<file path="src/logic/bwic_pkg.sv">
// constants, register layout and reset values of the bus wait and idle configuration block
package bwic_pkg;
    // ----------------------------------------------------------------
    // register offsets (word index on the plain register port)
    // ----------------------------------------------------------------
    localparam logic [3:0] BWIC_OFS_BUS_CONTROL_THREE = 4'h0;
    localparam logic [3:0] BWIC_OFS_WAIT_CONTROL_ONE  = 4'h1;
    localparam logic [3:0] BWIC_OFS_WAIT_CONTROL_TWO  = 4'h2;
    localparam logic [3:0] BWIC_OFS_BUS_CONTROL_ONE   = 4'h3;
    localparam logic [3:0] BWIC_OFS_AREA_CONFIG       = 4'h4;
    localparam logic [3:0] BWIC_OFS_STATUS            = 4'h5;

    // ----------------------------------------------------------------
    // reset values
    // ----------------------------------------------------------------
    localparam logic [15:0] BWIC_RST_BUS_CONTROL_THREE = 16'h0f00;
    localparam logic [15:0] BWIC_RST_WAIT_CONTROL_ONE  = 16'haaff;
    localparam logic [15:0] BWIC_RST_WAIT_CONTROL_TWO  = 16'h000b;
    localparam logic [15:0] BWIC_RST_BUS_CONTROL_ONE   = 16'h001f;
    localparam logic [15:0] BWIC_RST_AREA_CONFIG       = 16'h0000;

    // ----------------------------------------------------------------
    // writable bit masks (reserved bits hold zero)
    // ----------------------------------------------------------------
    localparam logic [15:0] BWIC_WMASK_BUS_CONTROL_THREE = 16'h0fc7;
    localparam logic [15:0] BWIC_WMASK_WAIT_CONTROL_ONE  = 16'hffff;
    localparam logic [15:0] BWIC_WMASK_WAIT_CONTROL_TWO  = 16'hdf0f;
    localparam logic [15:0] BWIC_WMASK_BUS_CONTROL_ONE   = 16'h001f;
    localparam logic [15:0] BWIC_WMASK_AREA_CONFIG       = 16'h000f;

    // ----------------------------------------------------------------
    // field positions
    // ----------------------------------------------------------------
    localparam int BWIC_POS_LW_HIGH     = 8;  // bus_control_three, one bit each for areas 0, 1 and 4
    localparam int BWIC_POS_LW_HIGH_SH  = 10; // shared high bit of areas 2 and 3
    localparam int BWIC_POS_DSWW        = 6;
    localparam int BWIC_POS_BANK_SEL    = 2;
    localparam int BWIC_POS_EDO_SEL     = 1;
    localparam int BWIC_POS_BURST_SEL   = 0;
    localparam int BWIC_POS_IDLE        = 8;  // wait_control_one, two bits per area
    localparam int BWIC_POS_WAIT        = 0;
    localparam int BWIC_POS_WMASK       = 8;  // wait_control_two
    localparam int BWIC_POS_IDLE4       = 2;
    localparam int BWIC_POS_WAIT4       = 0;
    localparam int BWIC_POS_LW_MID      = 0;  // bus_control_one, one low bit each for areas 0 to 3, mid bit at +4 shared by all
    localparam int BWIC_POS_MEM_TYPE    = 0;  // area_config
    localparam int BWIC_POS_SDRAM64     = 3;

    // ----------------------------------------------------------------
    // area memory types
    // ----------------------------------------------------------------
    localparam logic [2:0] BWIC_MEM_ORDINARY   = 3'h0;
    localparam logic [2:0] BWIC_MEM_A3_SDRAM   = 3'h1;
    localparam logic [2:0] BWIC_MEM_A3_DRAM    = 3'h2;
    localparam logic [2:0] BWIC_MEM_A2_SDRAM   = 3'h4;
    localparam logic [2:0] BWIC_MEM_BOTH_SDRAM = 3'h5;

    localparam logic [1:0] BWIC_WAIT_LONG = 2'h3;
    localparam logic [3:0] BWIC_IDLE_MAX  = 4'h4;

    typedef enum logic [1:0] {
        BWIC_ST_IDLE,
        BWIC_ST_GAP,
        BWIC_ST_WAIT
    } bwic_state_t;
endpackage : bwic_pkg

</file>
<file path="src/logic/bwic_top.sv">
// bus wait and idle configuration registers with an access sequencer
`timescale 1ns/1ps
`default_nettype none
module bwic_top
    import bwic_pkg::*;
(
    input  wire logic        REF_CLK_I,
    input  wire logic        SYS_RST_I,
    input  wire logic [3:0]  REG_ADDR_I,
    input  wire logic [15:0] REG_WDATA_I,
    input  wire logic        REG_WR_I,
    input  wire logic        REG_RD_I,
    output logic      [15:0] REG_RDATA_O,
    input  wire logic        ACC_REQ_I,
    input  wire logic [2:0]  ACC_AREA_I,
    input  wire logic        ACC_WRITE_I,
    input  wire logic        ACC_DMA_SINGLE_I,
    input  wire logic        EXT_WAIT_I,
    output logic             ACC_READY_O,
    output logic             ACC_BUSY_O,
    output logic             ACC_DONE_O,
    output logic [3:0]       ACC_WAITS_O,
    output logic [1:0]       DMA_STROBE_WAITS_O,
    output logic             SDRAM_TWO_BANKS_O,
    output logic             DRAM_EDO_MODE_O,
    output logic             SDRAM_BURST_WRITE_O,
    output logic             EXT_WAIT_ENABLED_O
);
    // ----------------------------------------------------------------
    // register file
    // ----------------------------------------------------------------
    logic [15:0] bus_control_three_q;
    logic [15:0] wait_control_one_q;
    logic [15:0] wait_control_two_q;
    logic [15:0] bus_control_one_q;
    logic [15:0] area_config_q;
    logic [15:0] status_w;

    function automatic logic [15:0] merge(input logic [15:0] mask, input logic [15:0] data);
        merge = data & mask;
    endfunction

    // software writes; reserved bits stay zero
    // a write takes effect for the next request after its strobe
    always_ff @(posedge REF_CLK_I) begin
        if (SYS_RST_I) begin
            bus_control_three_q <= BWIC_RST_BUS_CONTROL_THREE;
            wait_control_one_q  <= BWIC_RST_WAIT_CONTROL_ONE;
            wait_control_two_q  <= BWIC_RST_WAIT_CONTROL_TWO;
            bus_control_one_q   <= BWIC_RST_BUS_CONTROL_ONE;
            area_config_q       <= BWIC_RST_AREA_CONFIG;
        end else if (REG_WR_I) begin
            case (REG_ADDR_I)
                BWIC_OFS_BUS_CONTROL_THREE:
                    bus_control_three_q <= merge(BWIC_WMASK_BUS_CONTROL_THREE, REG_WDATA_I);
                BWIC_OFS_WAIT_CONTROL_ONE:
                    wait_control_one_q <= merge(BWIC_WMASK_WAIT_CONTROL_ONE, REG_WDATA_I);
                BWIC_OFS_WAIT_CONTROL_TWO:
                    wait_control_two_q <= merge(BWIC_WMASK_WAIT_CONTROL_TWO, REG_WDATA_I);
                BWIC_OFS_BUS_CONTROL_ONE:
                    bus_control_one_q <= merge(BWIC_WMASK_BUS_CONTROL_ONE, REG_WDATA_I);
                BWIC_OFS_AREA_CONFIG:
                    area_config_q <= merge(BWIC_WMASK_AREA_CONFIG, REG_WDATA_I);
                default: ;
            endcase
        end
    end

    // read data one cycle after the strobe, zero otherwise
    always_ff @(posedge REF_CLK_I) begin
        if (SYS_RST_I) begin
            REG_RDATA_O <= 16'h0000;
        end else if (REG_RD_I) begin
            case (REG_ADDR_I)
                BWIC_OFS_BUS_CONTROL_THREE: REG_RDATA_O <= bus_control_three_q;
                BWIC_OFS_WAIT_CONTROL_ONE:  REG_RDATA_O <= wait_control_one_q;
                BWIC_OFS_WAIT_CONTROL_TWO:  REG_RDATA_O <= wait_control_two_q;
                BWIC_OFS_BUS_CONTROL_ONE:   REG_RDATA_O <= bus_control_one_q;
                BWIC_OFS_AREA_CONFIG:       REG_RDATA_O <= area_config_q;
                BWIC_OFS_STATUS:            REG_RDATA_O <= status_w;
                default:                    REG_RDATA_O <= 16'h0000;
            endcase
        end else begin
            REG_RDATA_O <= 16'h0000;
        end
    end

    // ----------------------------------------------------------------
    // area field extraction
    // ----------------------------------------------------------------
    logic [2:0] mem_type_w;
    logic       a2_sdram_w;
    logic       a3_sdram_w;
    logic       a3_dram_w;

    // memory kind of areas 2 and 3
    assign mem_type_w = area_config_q[BWIC_POS_MEM_TYPE +: 3];
    assign a3_sdram_w = (mem_type_w == BWIC_MEM_A3_SDRAM) || (mem_type_w == BWIC_MEM_BOTH_SDRAM);
    assign a2_sdram_w = (mem_type_w == BWIC_MEM_A2_SDRAM) || (mem_type_w == BWIC_MEM_BOTH_SDRAM);
    assign a3_dram_w  = (mem_type_w == BWIC_MEM_A3_DRAM);

    function automatic logic [1:0] area_wait(input logic [2:0] area,
                                             input logic [15:0] w1, input logic [15:0] w2);
        if (area == 3'h4) begin
            area_wait = w2[BWIC_POS_WAIT4 +: 2];
        end else begin
            area_wait = w1[BWIC_POS_WAIT + 2 * area[1:0] +: 2];
        end
    endfunction

    function automatic logic [1:0] area_idle(input logic [2:0] area,
                                             input logic [15:0] w1, input logic [15:0] w2);
        if (area == 3'h4) begin
            area_idle = w2[BWIC_POS_IDLE4 +: 2];
        end else begin
            area_idle = w1[BWIC_POS_IDLE + 2 * area[1:0] +: 2];
        end
    endfunction

    // idle code to cycle count: 0, 1, 2, 4
    function automatic logic [3:0] idle_cycles(input logic [1:0] code);
        case (code)
            2'h0:    idle_cycles = 4'h0;
            2'h1:    idle_cycles = 4'h1;
            2'h2:    idle_cycles = 4'h2;
            default: idle_cycles = BWIC_IDLE_MAX;
        endcase
    endfunction

    // three long-wait bits of an area; areas 2 and 3 share the high bit
    logic [2:0] lw_code_w;
    logic       lw_high_w;
    logic [4:0] lw_mid_sel_w;

    always_comb begin
        case (ACC_AREA_I)
            3'h0:    lw_high_w = bus_control_three_q[BWIC_POS_LW_HIGH];
            3'h1:    lw_high_w = bus_control_three_q[BWIC_POS_LW_HIGH + 1];
            3'h4:    lw_high_w = bus_control_three_q[BWIC_POS_LW_HIGH + 3];
            default: lw_high_w = bus_control_three_q[BWIC_POS_LW_HIGH_SH];
        endcase
    end
    assign lw_mid_sel_w = bus_control_one_q[4:0];
    // mid bit shared by all areas, low bit one per area in bus_control_one
    // area 4 has no low bit of its own and reuses that of area 3
    assign lw_code_w = {lw_high_w, lw_mid_sel_w[BWIC_POS_LW_MID + 4], 
                        lw_mid_sel_w[(ACC_AREA_I > 3'h3) ? 3'h3 : ACC_AREA_I]};

    // ----------------------------------------------------------------
    // decode of requested area
    // ----------------------------------------------------------------
    logic [3:0] dec_waits_w;
    logic       dec_ext_en_w;
    logic       req_sdram_w;
    logic       req_dram_w;
    logic       req_mask_w;

    assign req_sdram_w = ((ACC_AREA_I == 3'h2) && a2_sdram_w) ||
                         ((ACC_AREA_I == 3'h3) && a3_sdram_w);
    assign req_dram_w  = (ACC_AREA_I == 3'h3) && a3_dram_w;
    assign req_mask_w  = wait_control_two_q[BWIC_POS_WMASK + ACC_AREA_I];

    bwic_decode u_decode (
        .wait_field_i     (area_wait(ACC_AREA_I, wait_control_one_q, wait_control_two_q)),
        .long_wait_code_i (lw_code_w),
        .is_dram_i        (req_dram_w),
        .is_sdram_i       (req_sdram_w),
        .wait_mask_i      (req_mask_w),
        .wait_count_o     (dec_waits_w),
        .ext_wait_en_o    (dec_ext_en_w)
    );

    // ----------------------------------------------------------------
    // access sequencer: idle gap, then wait states
    // ----------------------------------------------------------------
    bwic_state_t state_q;
    logic [2:0]  prev_area_q;
    logic        prev_read_q;
    logic        prev_valid_q;
    logic [3:0]  cnt_q;
    logic        ext_en_q;
    logic [3:0]  gap_w;
    logic        need_gap_w;
    logic [1:0]  dsww_w;
    logic [3:0]  acc_waits_w;

    // a gap lets the last area let go of the data bus first;
    // its length follows the area accessed last, not the next one
    assign dsww_w     = bus_control_three_q[BWIC_POS_DSWW +: 2];
    assign need_gap_w = prev_valid_q && ((ACC_AREA_I != prev_area_q) ||
                        (prev_read_q && ACC_WRITE_I));
    assign gap_w      = idle_cycles(area_idle(prev_area_q, wait_control_one_q,
                                              wait_control_two_q));
    // DMA single writes to any area wait before the column strobe while area 3 is DRAM
    assign acc_waits_w = (ACC_DMA_SINGLE_I && ACC_WRITE_I && a3_dram_w) ?
                         {2'h0, dsww_w} + dec_waits_w : dec_waits_w;

    // state progression of a single access
    always_ff @(posedge REF_CLK_I) begin
        if (SYS_RST_I) begin
            state_q      <= BWIC_ST_IDLE;
            cnt_q        <= 4'h0;
            ext_en_q     <= 1'b0;
            prev_area_q  <= 3'h0;
            prev_read_q  <= 1'b0;
            prev_valid_q <= 1'b0;
            ACC_WAITS_O  <= 4'h0;
        end else begin
            case (state_q)
                BWIC_ST_IDLE: begin
                    if (ACC_REQ_I) begin
                        // remember this access for the gap of the next one
                        ACC_WAITS_O <= acc_waits_w;
                        ext_en_q    <= dec_ext_en_w;
                        prev_area_q <= ACC_AREA_I;
                        prev_read_q <= !ACC_WRITE_I;
                        prev_valid_q <= 1'b1;
                        if (need_gap_w && (gap_w != 4'h0)) begin
                            cnt_q   <= gap_w;
                            state_q <= BWIC_ST_GAP;
                        end else begin
                            cnt_q   <= acc_waits_w;
                            state_q <= BWIC_ST_WAIT;
                        end
                    end
                end
                // gap counts down to one, then loads the waits of this access
                BWIC_ST_GAP: begin
                    if (cnt_q == 4'h1) begin
                        cnt_q   <= ACC_WAITS_O;
                        state_q <= BWIC_ST_WAIT;
                    end else begin
                        cnt_q <= cnt_q - 4'h1;
                    end
                end
                // external wait stretches the access once the count is spent
                BWIC_ST_WAIT: begin
                    if (cnt_q != 4'h0) begin
                        cnt_q <= cnt_q - 4'h1;
                    end else if (!(ext_en_q && EXT_WAIT_I)) begin
                        state_q <= BWIC_ST_IDLE;
                    end
                end
                default: state_q <= BWIC_ST_IDLE;
            endcase
        end
    end

    // end-of-access pulse, same condition that returns to idle
    always_ff @(posedge REF_CLK_I) begin
        if (SYS_RST_I) begin
            ACC_DONE_O <= 1'b0;
        end else begin
            ACC_DONE_O <= (state_q == BWIC_ST_WAIT) && (cnt_q == 4'h0) &&
                          !(ext_en_q && EXT_WAIT_I);
        end
    end

    // busy from the request edge until the access ends
    always_ff @(posedge REF_CLK_I) begin
        if (SYS_RST_I) begin
            ACC_BUSY_O <= 1'b0;
        end else begin
            ACC_BUSY_O <= (state_q != BWIC_ST_IDLE) || ACC_REQ_I;
        end
    end

    // ready only while idle with no request pending
    always_ff @(posedge REF_CLK_I) begin
        if (SYS_RST_I) begin
            ACC_READY_O <= 1'b0;
        end else begin
            ACC_READY_O <= (state_q == BWIC_ST_IDLE) && !ACC_REQ_I;
        end
    end

    // external wait enable: requested area when idle, latched after
    always_ff @(posedge REF_CLK_I) begin
        if (SYS_RST_I) begin
            EXT_WAIT_ENABLED_O <= 1'b0;
        end else begin
            EXT_WAIT_ENABLED_O <= (state_q == BWIC_ST_IDLE) ? dec_ext_en_w : ext_en_q;
        end
    end

    // DMA single write wait code, shown only for area 3 DRAM
    always_ff @(posedge REF_CLK_I) begin
        if (SYS_RST_I) begin
            DMA_STROBE_WAITS_O <= 2'h0;
        end else begin
            DMA_STROBE_WAITS_O <= a3_dram_w ? dsww_w : 2'h0;
        end
    end

    // bank count of 64M synchronous DRAM
    always_ff @(posedge REF_CLK_I) begin
        if (SYS_RST_I) begin
            SDRAM_TWO_BANKS_O <= 1'b0;
        end else begin
            SDRAM_TWO_BANKS_O <= area_config_q[BWIC_POS_SDRAM64] &&
                                 bus_control_three_q[BWIC_POS_BANK_SEL];
        end
    end

    // page mode or extended data out for area 3 DRAM
    always_ff @(posedge REF_CLK_I) begin
        if (SYS_RST_I) begin
            DRAM_EDO_MODE_O <= 1'b0;
        end else begin
            DRAM_EDO_MODE_O <= a3_dram_w && bus_control_three_q[BWIC_POS_EDO_SEL];
        end
    end

    // burst or single writes for synchronous DRAM areas
    always_ff @(posedge REF_CLK_I) begin
        if (SYS_RST_I) begin
            SDRAM_BURST_WRITE_O <= 1'b0;
        end else begin
            SDRAM_BURST_WRITE_O <= (a2_sdram_w || a3_sdram_w) &&
                                   bus_control_three_q[BWIC_POS_BURST_SEL];
        end
    end

    // status: last area, whether one was seen, sequencer state
    assign status_w = {8'h00, prev_valid_q, prev_area_q, 2'h0, state_q};
endmodule : bwic_top
`default_nettype wire

</file>
<file path="src/logic/bwic_decode.sv">
// decode of one area's wait settings into wait count and external wait enable
`timescale 1ns/1ps
`default_nettype none
module bwic_decode
    import bwic_pkg::*;
(
    input  wire logic [1:0] wait_field_i,
    input  wire logic [2:0] long_wait_code_i,
    input  wire logic       is_dram_i,
    input  wire logic       is_sdram_i,
    input  wire logic       wait_mask_i,
    output logic      [3:0] wait_count_o,
    output logic            ext_wait_en_o
);
    // ----------------------------------------------------------------
    // long wait table
    // ----------------------------------------------------------------
    function automatic logic [3:0] long_wait_cycles(input logic [2:0] code);
        case (code)
            3'h0:    long_wait_cycles = 4'h3;
            3'h1:    long_wait_cycles = 4'h4;
            3'h2:    long_wait_cycles = 4'h5;
            3'h3:    long_wait_cycles = 4'h6;
            3'h4:    long_wait_cycles = 4'h8;
            3'h5:    long_wait_cycles = 4'ha;
            3'h6:    long_wait_cycles = 4'hc;
            default: long_wait_cycles = 4'he;
        endcase
    endfunction

    // wait count: column strobe length, latency, or ordinary wait
    always_comb begin
        if (is_sdram_i) begin
            wait_count_o  = {2'h0, wait_field_i} + 4'h1;
            ext_wait_en_o = 1'b0;
        end else if (is_dram_i) begin
            wait_count_o  = {2'h0, wait_field_i} + 4'h1;
            ext_wait_en_o = !wait_mask_i && (wait_field_i != 2'h0);
        end else begin
            if (wait_field_i == BWIC_WAIT_LONG) begin
                wait_count_o = long_wait_cycles(long_wait_code_i);
            end else begin
                wait_count_o = {2'h0, wait_field_i};
            end
            ext_wait_en_o = !wait_mask_i && (wait_field_i != 2'h0);
        end
    end
endmodule : bwic_decode
`default_nettype wire

</file>
<file path="config.mk">
export PLATFORM = sky130hd
export DESIGN_NAME = bwic_top
export DESIGN_NICKNAME = d
export VERILOG_FILES = /design/src/logic/bwic_pkg.sv /design/src/logic/bwic_top.sv /design/src/logic/bwic_decode.sv
export SDC_FILE = /design/constraint.sdc
export NUM_CORES = 1
export LEC_CHECK = 0
export BUFFER_PORTS_ARGS = -buffer_cell sky130_fd_sc_hd__buf_2
export CORE_ASPECT_RATIO = 0.7
export CORE_UTILIZATION = 30
export DETAILED_ROUTE_END_ITERATION = 10
export HOLD_SLACK_MARGIN = 0.12
export PLACE_DENSITY = 0.52
export SYNTH_ARGS = -nofsm -noshare
export SYNTH_HDL_FRONTEND = slang
export SYNTH_SLANG_ARGS = --single-unit
</file>
<file path="constraint.sdc">
create_clock -name REF_CLK_I -period 6.8 [get_ports REF_CLK_I]
set_input_delay 0 -clock REF_CLK_I [delete_from_list [all_inputs] [get_ports REF_CLK_I]]
set_output_delay 0 -clock REF_CLK_I [all_outputs]
set_load 0.1 [all_outputs]
</file>
* After elaboration in Yosys (flattened, before gate mapping) *
Cells that the tools add are included.

operators by class
  divide/modulo/power cells = 0
  $mul = 0
  bitwise logic cells = 2
  equality and inequality tests = 32
  $add $sub $neg = 5
  reduce and logical (&&, ||, !) cells = 47
  order comparisons = 3
  shift-type cells = 2
  multiplexer cells = 28

operators with widths
  kind                                                 number
  case mux 16 bit (6 select lines)                     1
  two-way mux 4 bit                                    8
  case mux 4 bit (7 select lines)                      1
  equality test 3 bit, second input constant           7
  logical AND 1 bit                                    16
  indexed part select 16 x 4 -> 2 bit                  1
  indexed part select 16 x 6 -> 2 bit                  1
  equality test 3 x 2 -> 1 bit, second input constant  5
  two-way mux 2 bit                                    7
  case mux 4 bit (3 select lines)                      1
  AND reduction 2 bit                                  6
  adder 4 x 3 -> 5 bit, first input constant           2
  inequality test 2 bit, second input constant         5
  equality test 3 x 1 -> 1 bit, second input constant  3
  case mux 3 bit (3 select lines)                      1
  equality test 4 x 1 -> 1 bit, second input constant  2
  equality test 4 x 2 -> 1 bit, second input constant  2
  equality test 4 x 3 -> 1 bit, second input constant  2
  logical NOT 4 bit                                    2
  nonzero test 4 bit                                   2
  equality test 2 bit, second input constant           3
  logical NOT 3 bit                                    2
  logical OR 1 bit                                     6
  case mux 2 bit (3 select lines)                      1
  21 further kinds                                     32

word-level totals
  logic and storage cells = 140
  memories kept = 0
  latch bits = 0
  bits in registers = 86
  bits in read-only memories = 0
  bits in writable memories = 0
  input bits = 31

* Logic depth before layout (Yosys ltp) *
  depth in word-level cells = 14
  depth in mapped cells = 17
  gate-level depth less buffers = 15

* Cells and area by module *
Synthesis repeated with hierarchy kept, for this count alone.

second synthesis, totals
  cell total of the unflattened synthesis = 463
  area, all modules = 4051.4 sq um

modules (own cells, without submodules)
  module       cells an instance  area an instance (sq um)  instances
  bwic_top     444                3926.3                    1
  bwic_decode  19                 125.1                     1

* Least setup slack after synthesis *
Ideal clock, no wire load.

  kind = register -> register
  start point = register wait_control_two_q[0]
  end point = register cnt_q[3]
  required time = 6.660 ns
  cell stages (with the launch flop) = 15
  slack = 3.477 ns
  buffers on the path = 0
  arrival time = 3.183 ns
  setup time = 0.140 ns
  cell sequence = dfxtp_1 or3b_2 a21oi_1 or3_2 inv_1 ha_1 or4_1 a31oi_1 ha_1 a21oi_1 nand4b_1 or4_1 a21o_1 nand3_1 a311oi_1

between the ends
  longest elaborated chain between the ends = 10

RTL lines
  item                               RTL line           text
  start: declaration                 bwic_top.sv:34     logic [15:0] wait_control_two_q;
  start signal: assignment           bwic_top.sv:59     wait_control_two_q <= merge(BWIC_WMASK_WAIT_CONTROL_TWO, REG_WDATA_I);
  two-way mux 2 bit *                bwic_top.sv:104    if (area == 3'h4) begin
  equality test 2 bit                bwic_decode.sv:40  if (wait_field_i == BWIC_WAIT_LONG) begin
  two-way mux 4 bit                  bwic_decode.sv:40
  two-way mux 4 bit                  bwic_decode.sv:36  end else if (is_dram_i) begin
  two-way mux 4 bit *                bwic_decode.sv:33  if (is_sdram_i) begin
  adder 2 x 4 -> 4 bit               bwic_top.sv:196    {2'h0, dsww_w} + dec_waits_w : dec_waits_w;
  two-way mux 4 bit *                bwic_top.sv:195    assign acc_waits_w = (ACC_DMA_SINGLE_I && ACC_WRITE_I && a3_dram_w) ?
  two-way mux 4 bit *                bwic_top.sv:218    if (need_gap_w && (gap_w != 4'h0)) begin
  two-way mux 4 bit *                bwic_top.sv:211    if (ACC_REQ_I) begin
  case mux 4 bit (3 select lines) *  bwic_top.sv:209    case (state_q)
  end signal: assignment             bwic_top.sv:219    cnt_q <= gap_w;
  end signal: assignment             bwic_top.sv:222    cnt_q <= acc_waits_w;
  end signal: assignment             bwic_top.sv:233    cnt_q <= cnt_q - 4'h1;
  end: declaration                   bwic_top.sv:180    logic [3:0] cnt_q;

Every way passes the cells marked *; elsewhere a longest branch is shown, timed or not. The select of a mux whose other input is x is not followed.
A chain may end at the register's enable or synchronous reset.

* Worst setup path in the final report *
  start point = input port ACC_AREA_I[2]
  end point = register cnt_q[3]

between the ends
  longest elaborated chain between the ends = 14

RTL lines
  item                                         RTL line           text
  start: declaration                           bwic_top.sv:15     input wire logic [2:0] ACC_AREA_I,
  > comparator 3 x 2 -> 1 bit                  bwic_top.sv:147    lw_mid_sel_w[(ACC_AREA_I > 3'h3) ? 3'h3 : ACC_AREA_I]};
  two-way mux 3 bit                            bwic_top.sv:147
  binary-select mux 1 bit (select 3 bit)       bwic_top.sv:147
  two-way mux 1 bit                            bwic_top.sv:147
  equality test 3 bit (tied with other cells)  bwic_decode.sv:19  case (code)
  case mux 4 bit (7 select lines)              bwic_decode.sv:19
  two-way mux 4 bit                            bwic_decode.sv:40
  two-way mux 4 bit                            bwic_decode.sv:36
  two-way mux 4 bit                            bwic_decode.sv:33
  adder 2 x 4 -> 4 bit                         bwic_top.sv:196
  two-way mux 4 bit                            bwic_top.sv:195
  two-way mux 4 bit *                          bwic_top.sv:218
  two-way mux 4 bit *                          bwic_top.sv:211
  case mux 4 bit (3 select lines) *            bwic_top.sv:209

Marks and branches as above.

==> results.json <==
{
  "status": "complete, no violations",
  "clock.fmax_ghz": 0.2628,
  "setup-tns-final_ps": 0,
  "ioPinCount": 60,
  "grt-ovfl-total": 0,
  "drive_above_1_share": 0.1815,
  "drc": 0,
  "die-area_mm2": 0.01489,
  "powerDensity_mw_per_mm2": 292.7,
  "synth_most_common_cell": "dfxtp_1",
  "fillers": 1449,
  "antenna_found_initial": 1,
  "skew_ps": 8.968,
  "syn_nets": 545,
  "critPathKind": "in -> reg",
  "nets": 610,
  "cts_setup_buffers": 0,
  "placementRows": 36,
  "grt_max_degree": 38,
  "hpwl_mm": 9.387,
  "syn_avg_cell_area_um2": 8.587,
  "drt_iter0_drc": 301,
  "synthesis.area_mm2": 0.004319,
  "die_y_um": 102.4,
  "fin_cells": 763,
  "hold_viol": 0,
  "dr.pass1.iters": 6,
  "synth_area_leaders": "dfxtp_1 (40%), nand2_1 (6.0%), a21oi_1 (4.3%), nor2_1 (3.9%), mux2i_1 (3.7%)",
  "ys_warn_count": 0,
  "cts_root_buf": "clkbuf_16",
  "start_util": 0.3093,
  "gr-usage-all-layers": 0.1826,
  "crit_slowest_cell": "or4_1",
  "synth_edf_count": 0,
  "path_cells": "dlygate4sd3_1, buf_2, or3b_2, a21oi_1, or3_2, inv_1, ha_1, or4_1, a31oi_1, ha_1, a21oi_1, nand4b_1, or4_1, a21o_1, nand3_1, a311oi_1",
  "ys_types": 69,
  "wirelength_mm": 13.08,
  "async_flop_share": 0,
  "clockBufferDepth": 2,
  "clock_latency_ps": 340,
  "synth_cells": 503,
  "area_growth_pct": 23.41,
  "crit_fanout": 16,
  "portBuffers": 59,
  "setup.worst_path.start": "ACC_AREA_I[2]",
  "drv_cap": 0,
  "cts_tree": "built",
  "p_leak_uw": 0.002202,
  "fin_crit_sh": 0.5596,
  "yosysSeqAreaShare": 0.3986,
  "final-setup-viol-count": 0,
  "n_antenna_cell": 0,
  "start_kind": "input pin",
  "cts_made_buffers": 9,
  "synth_top_area_share": 0.3986,
  "die_w_um": 145.4,
  "critPathBufInv": 3,
  "dr_total_vias": 4077,
  "hold_path_class": "in -> reg",
  "crit_family": "simple AND/OR/NAND/NOR gates",
  "via_per_inst": 5.343,
  "cp_data_arrival_time_ps": 4000,
  "min-delay-start": "REG_ADDR_I[3]",
  "htreeDepth": 3,
  "tightest_slew_ps": 877.0,
  "slew_headroom": 0.4153,
  "placedCellCount": 723,
  "post-route-util": 0.3817,
  "grt_pass1_vias": 3867,
  "grt_first_pass_wirelength_mm": 21.09,
  "end_kind": "register",
  "rsz0062_at_grt": "no",
  "post_drt_wl_per_cell_um": 17.14,
  "yosys-top-cells-count": "dfxtp_1 (86), nand2_1 (69), nor2_1 (45)",
  "coreArea_mm2": 0.01396,
  "final.min_clock_period_ps": 3806,
  "ys.flop_type": "dfxtp_1",
  "slew_viol_final": 0,
  "ir_drop_mv": 0.1280,
  "cpPeakStageDelay_ps": 550,
  "worstPathRequired_ps": 7000,
  "postRouteAntennaNets": 0,
  "ys_ff_latch": 86,
  "clk_pin_slew_ps": 60,
  "synth_area_leader_cell": "dfxtp_1",
  "cts_sinks": 86,
  "gp_congestion": 0.9047,
  "worstReg2RegStart": "wait_control_two_q[0]$_SDFFE_PP1P_"
}
==> metal layers <==
layer / global-route usage / vias up / share of wire
li1: - / 1938 / -
met1: 0.2577 / 1976 / 0.50
met3: 0.04777 / 12 / 0.066
met5: 0 / - / 0.00069
met2: 0.2777 / 149 / 0.42
met4: 0.04211 / 2 / 0.0060
==> report_power, final <==
| part | internal, uW | total [uW] | switching (uW) | leakage (uW) |
|---|---|---|---|---|
| Combinational | 140 | 408 | 268 | 0.00134 |
| Clock | 361 | 572 | 211 | 0.000166 |
| Sequential | 540 | 580 | 39.3 | 0.000700 |
==> final timing paths <==
kind / slack (ps) / to / depth (start not counted)
max: 2990 / cnt_q[3]$_SDFFE_PP0P_ / 16
min: 140 / REG_RDATA_O[2]$_SDFF_PP0_ / 3
max reg2reg: 3160 / cnt_q[3]$_SDFFE_PP0P_ / 14
min reg2reg: 430 / REG_RDATA_O[13]$_SDFF_PP0_ / 2
==> cells by family (layout without fill, tap and decap cells) <==
family          after synthesis  in the layout  synth area share
flops                        86             86            0.3986
buf+inv                      53            123           0.05301
simple gates                207            207            0.2419
compound gates              118            118            0.1996
xor+xnor                      5              5           0.01014
mux                          23             23           0.06315
fa+ha+maj                    11             11           0.03360
==> worst reg2reg max path: stages (launching register included) <==
cell and delay, ps:
dfxtp_1 330, or3b_2 460, a21oi_1 210, or3_2 170
inv_1 40, ha_1 250, or4_1 550, a31oi_1 240
ha_1 230, a21oi_1 80, nand4b_1 180, or4_1 420
a21o_1 200, nand3_1 70, a311oi_1 70
==> cell usage in the layout (no fill, tap or decap), types with 9 or more instances in the layout <==
cell           instances
buf_2                 59
dfxtp_1               86
and3_1                13
nor2_1                45
mux2i_1               16
a22oi_1               13
clkbuf_16              9
dlygate4sd3_1         24
inv_1                 19
a211o_1               15
nand3_1               17
ha_1                  10
a21oi_1               37
nand3b_1              14
nand2_1               69
==> flip-flops by register name, indices dropped and copies added, names as in the netlist, 2 cells and up <==
name	flops
REG_RDATA_O	16
prev_area_q	3
area_config_q	4
DMA_STROBE_WAITS_O	2
bus_control_one_q	5
cnt_q	4
bus_control_three_q	9
wait_control_one_q	16
wait_control_two_q	11
ACC_WAITS_O	4
state_q	2
==> repair_timing <==
action / CTS / global route
hold endpoints to repair: 54 / 0
gates resized for setup: 0 / 0
hold buffers: 24 / 0
==> through the flow <==
step	power (uW)	hold slack [ps]	setup WS (ps)	area, um2
after floorplan	890.8	95.63	3477	4319
after global placement	977.7	209.0	3331	4745
after detailed placement	981.3	215.9	3218	4745
after CTS	1568	120.6	3027	5330
after global routing	1639	136.9	2740	5330
final	1560	138.0	2994	5330
==> layout make-up <==
type                    count  area (um2)  area share
clock buffers               9       225.2     0.04225
clock inverters             7       120.1     0.02254
inverters                  19       71.32     0.01338
multi-input cells         364        2381      0.4467
flip-flops and latches     86        1722      0.3230
well taps                 190       237.7     0.04460
repair buffers             88       573.1      0.1075
(Power assumes the default switching activity.)
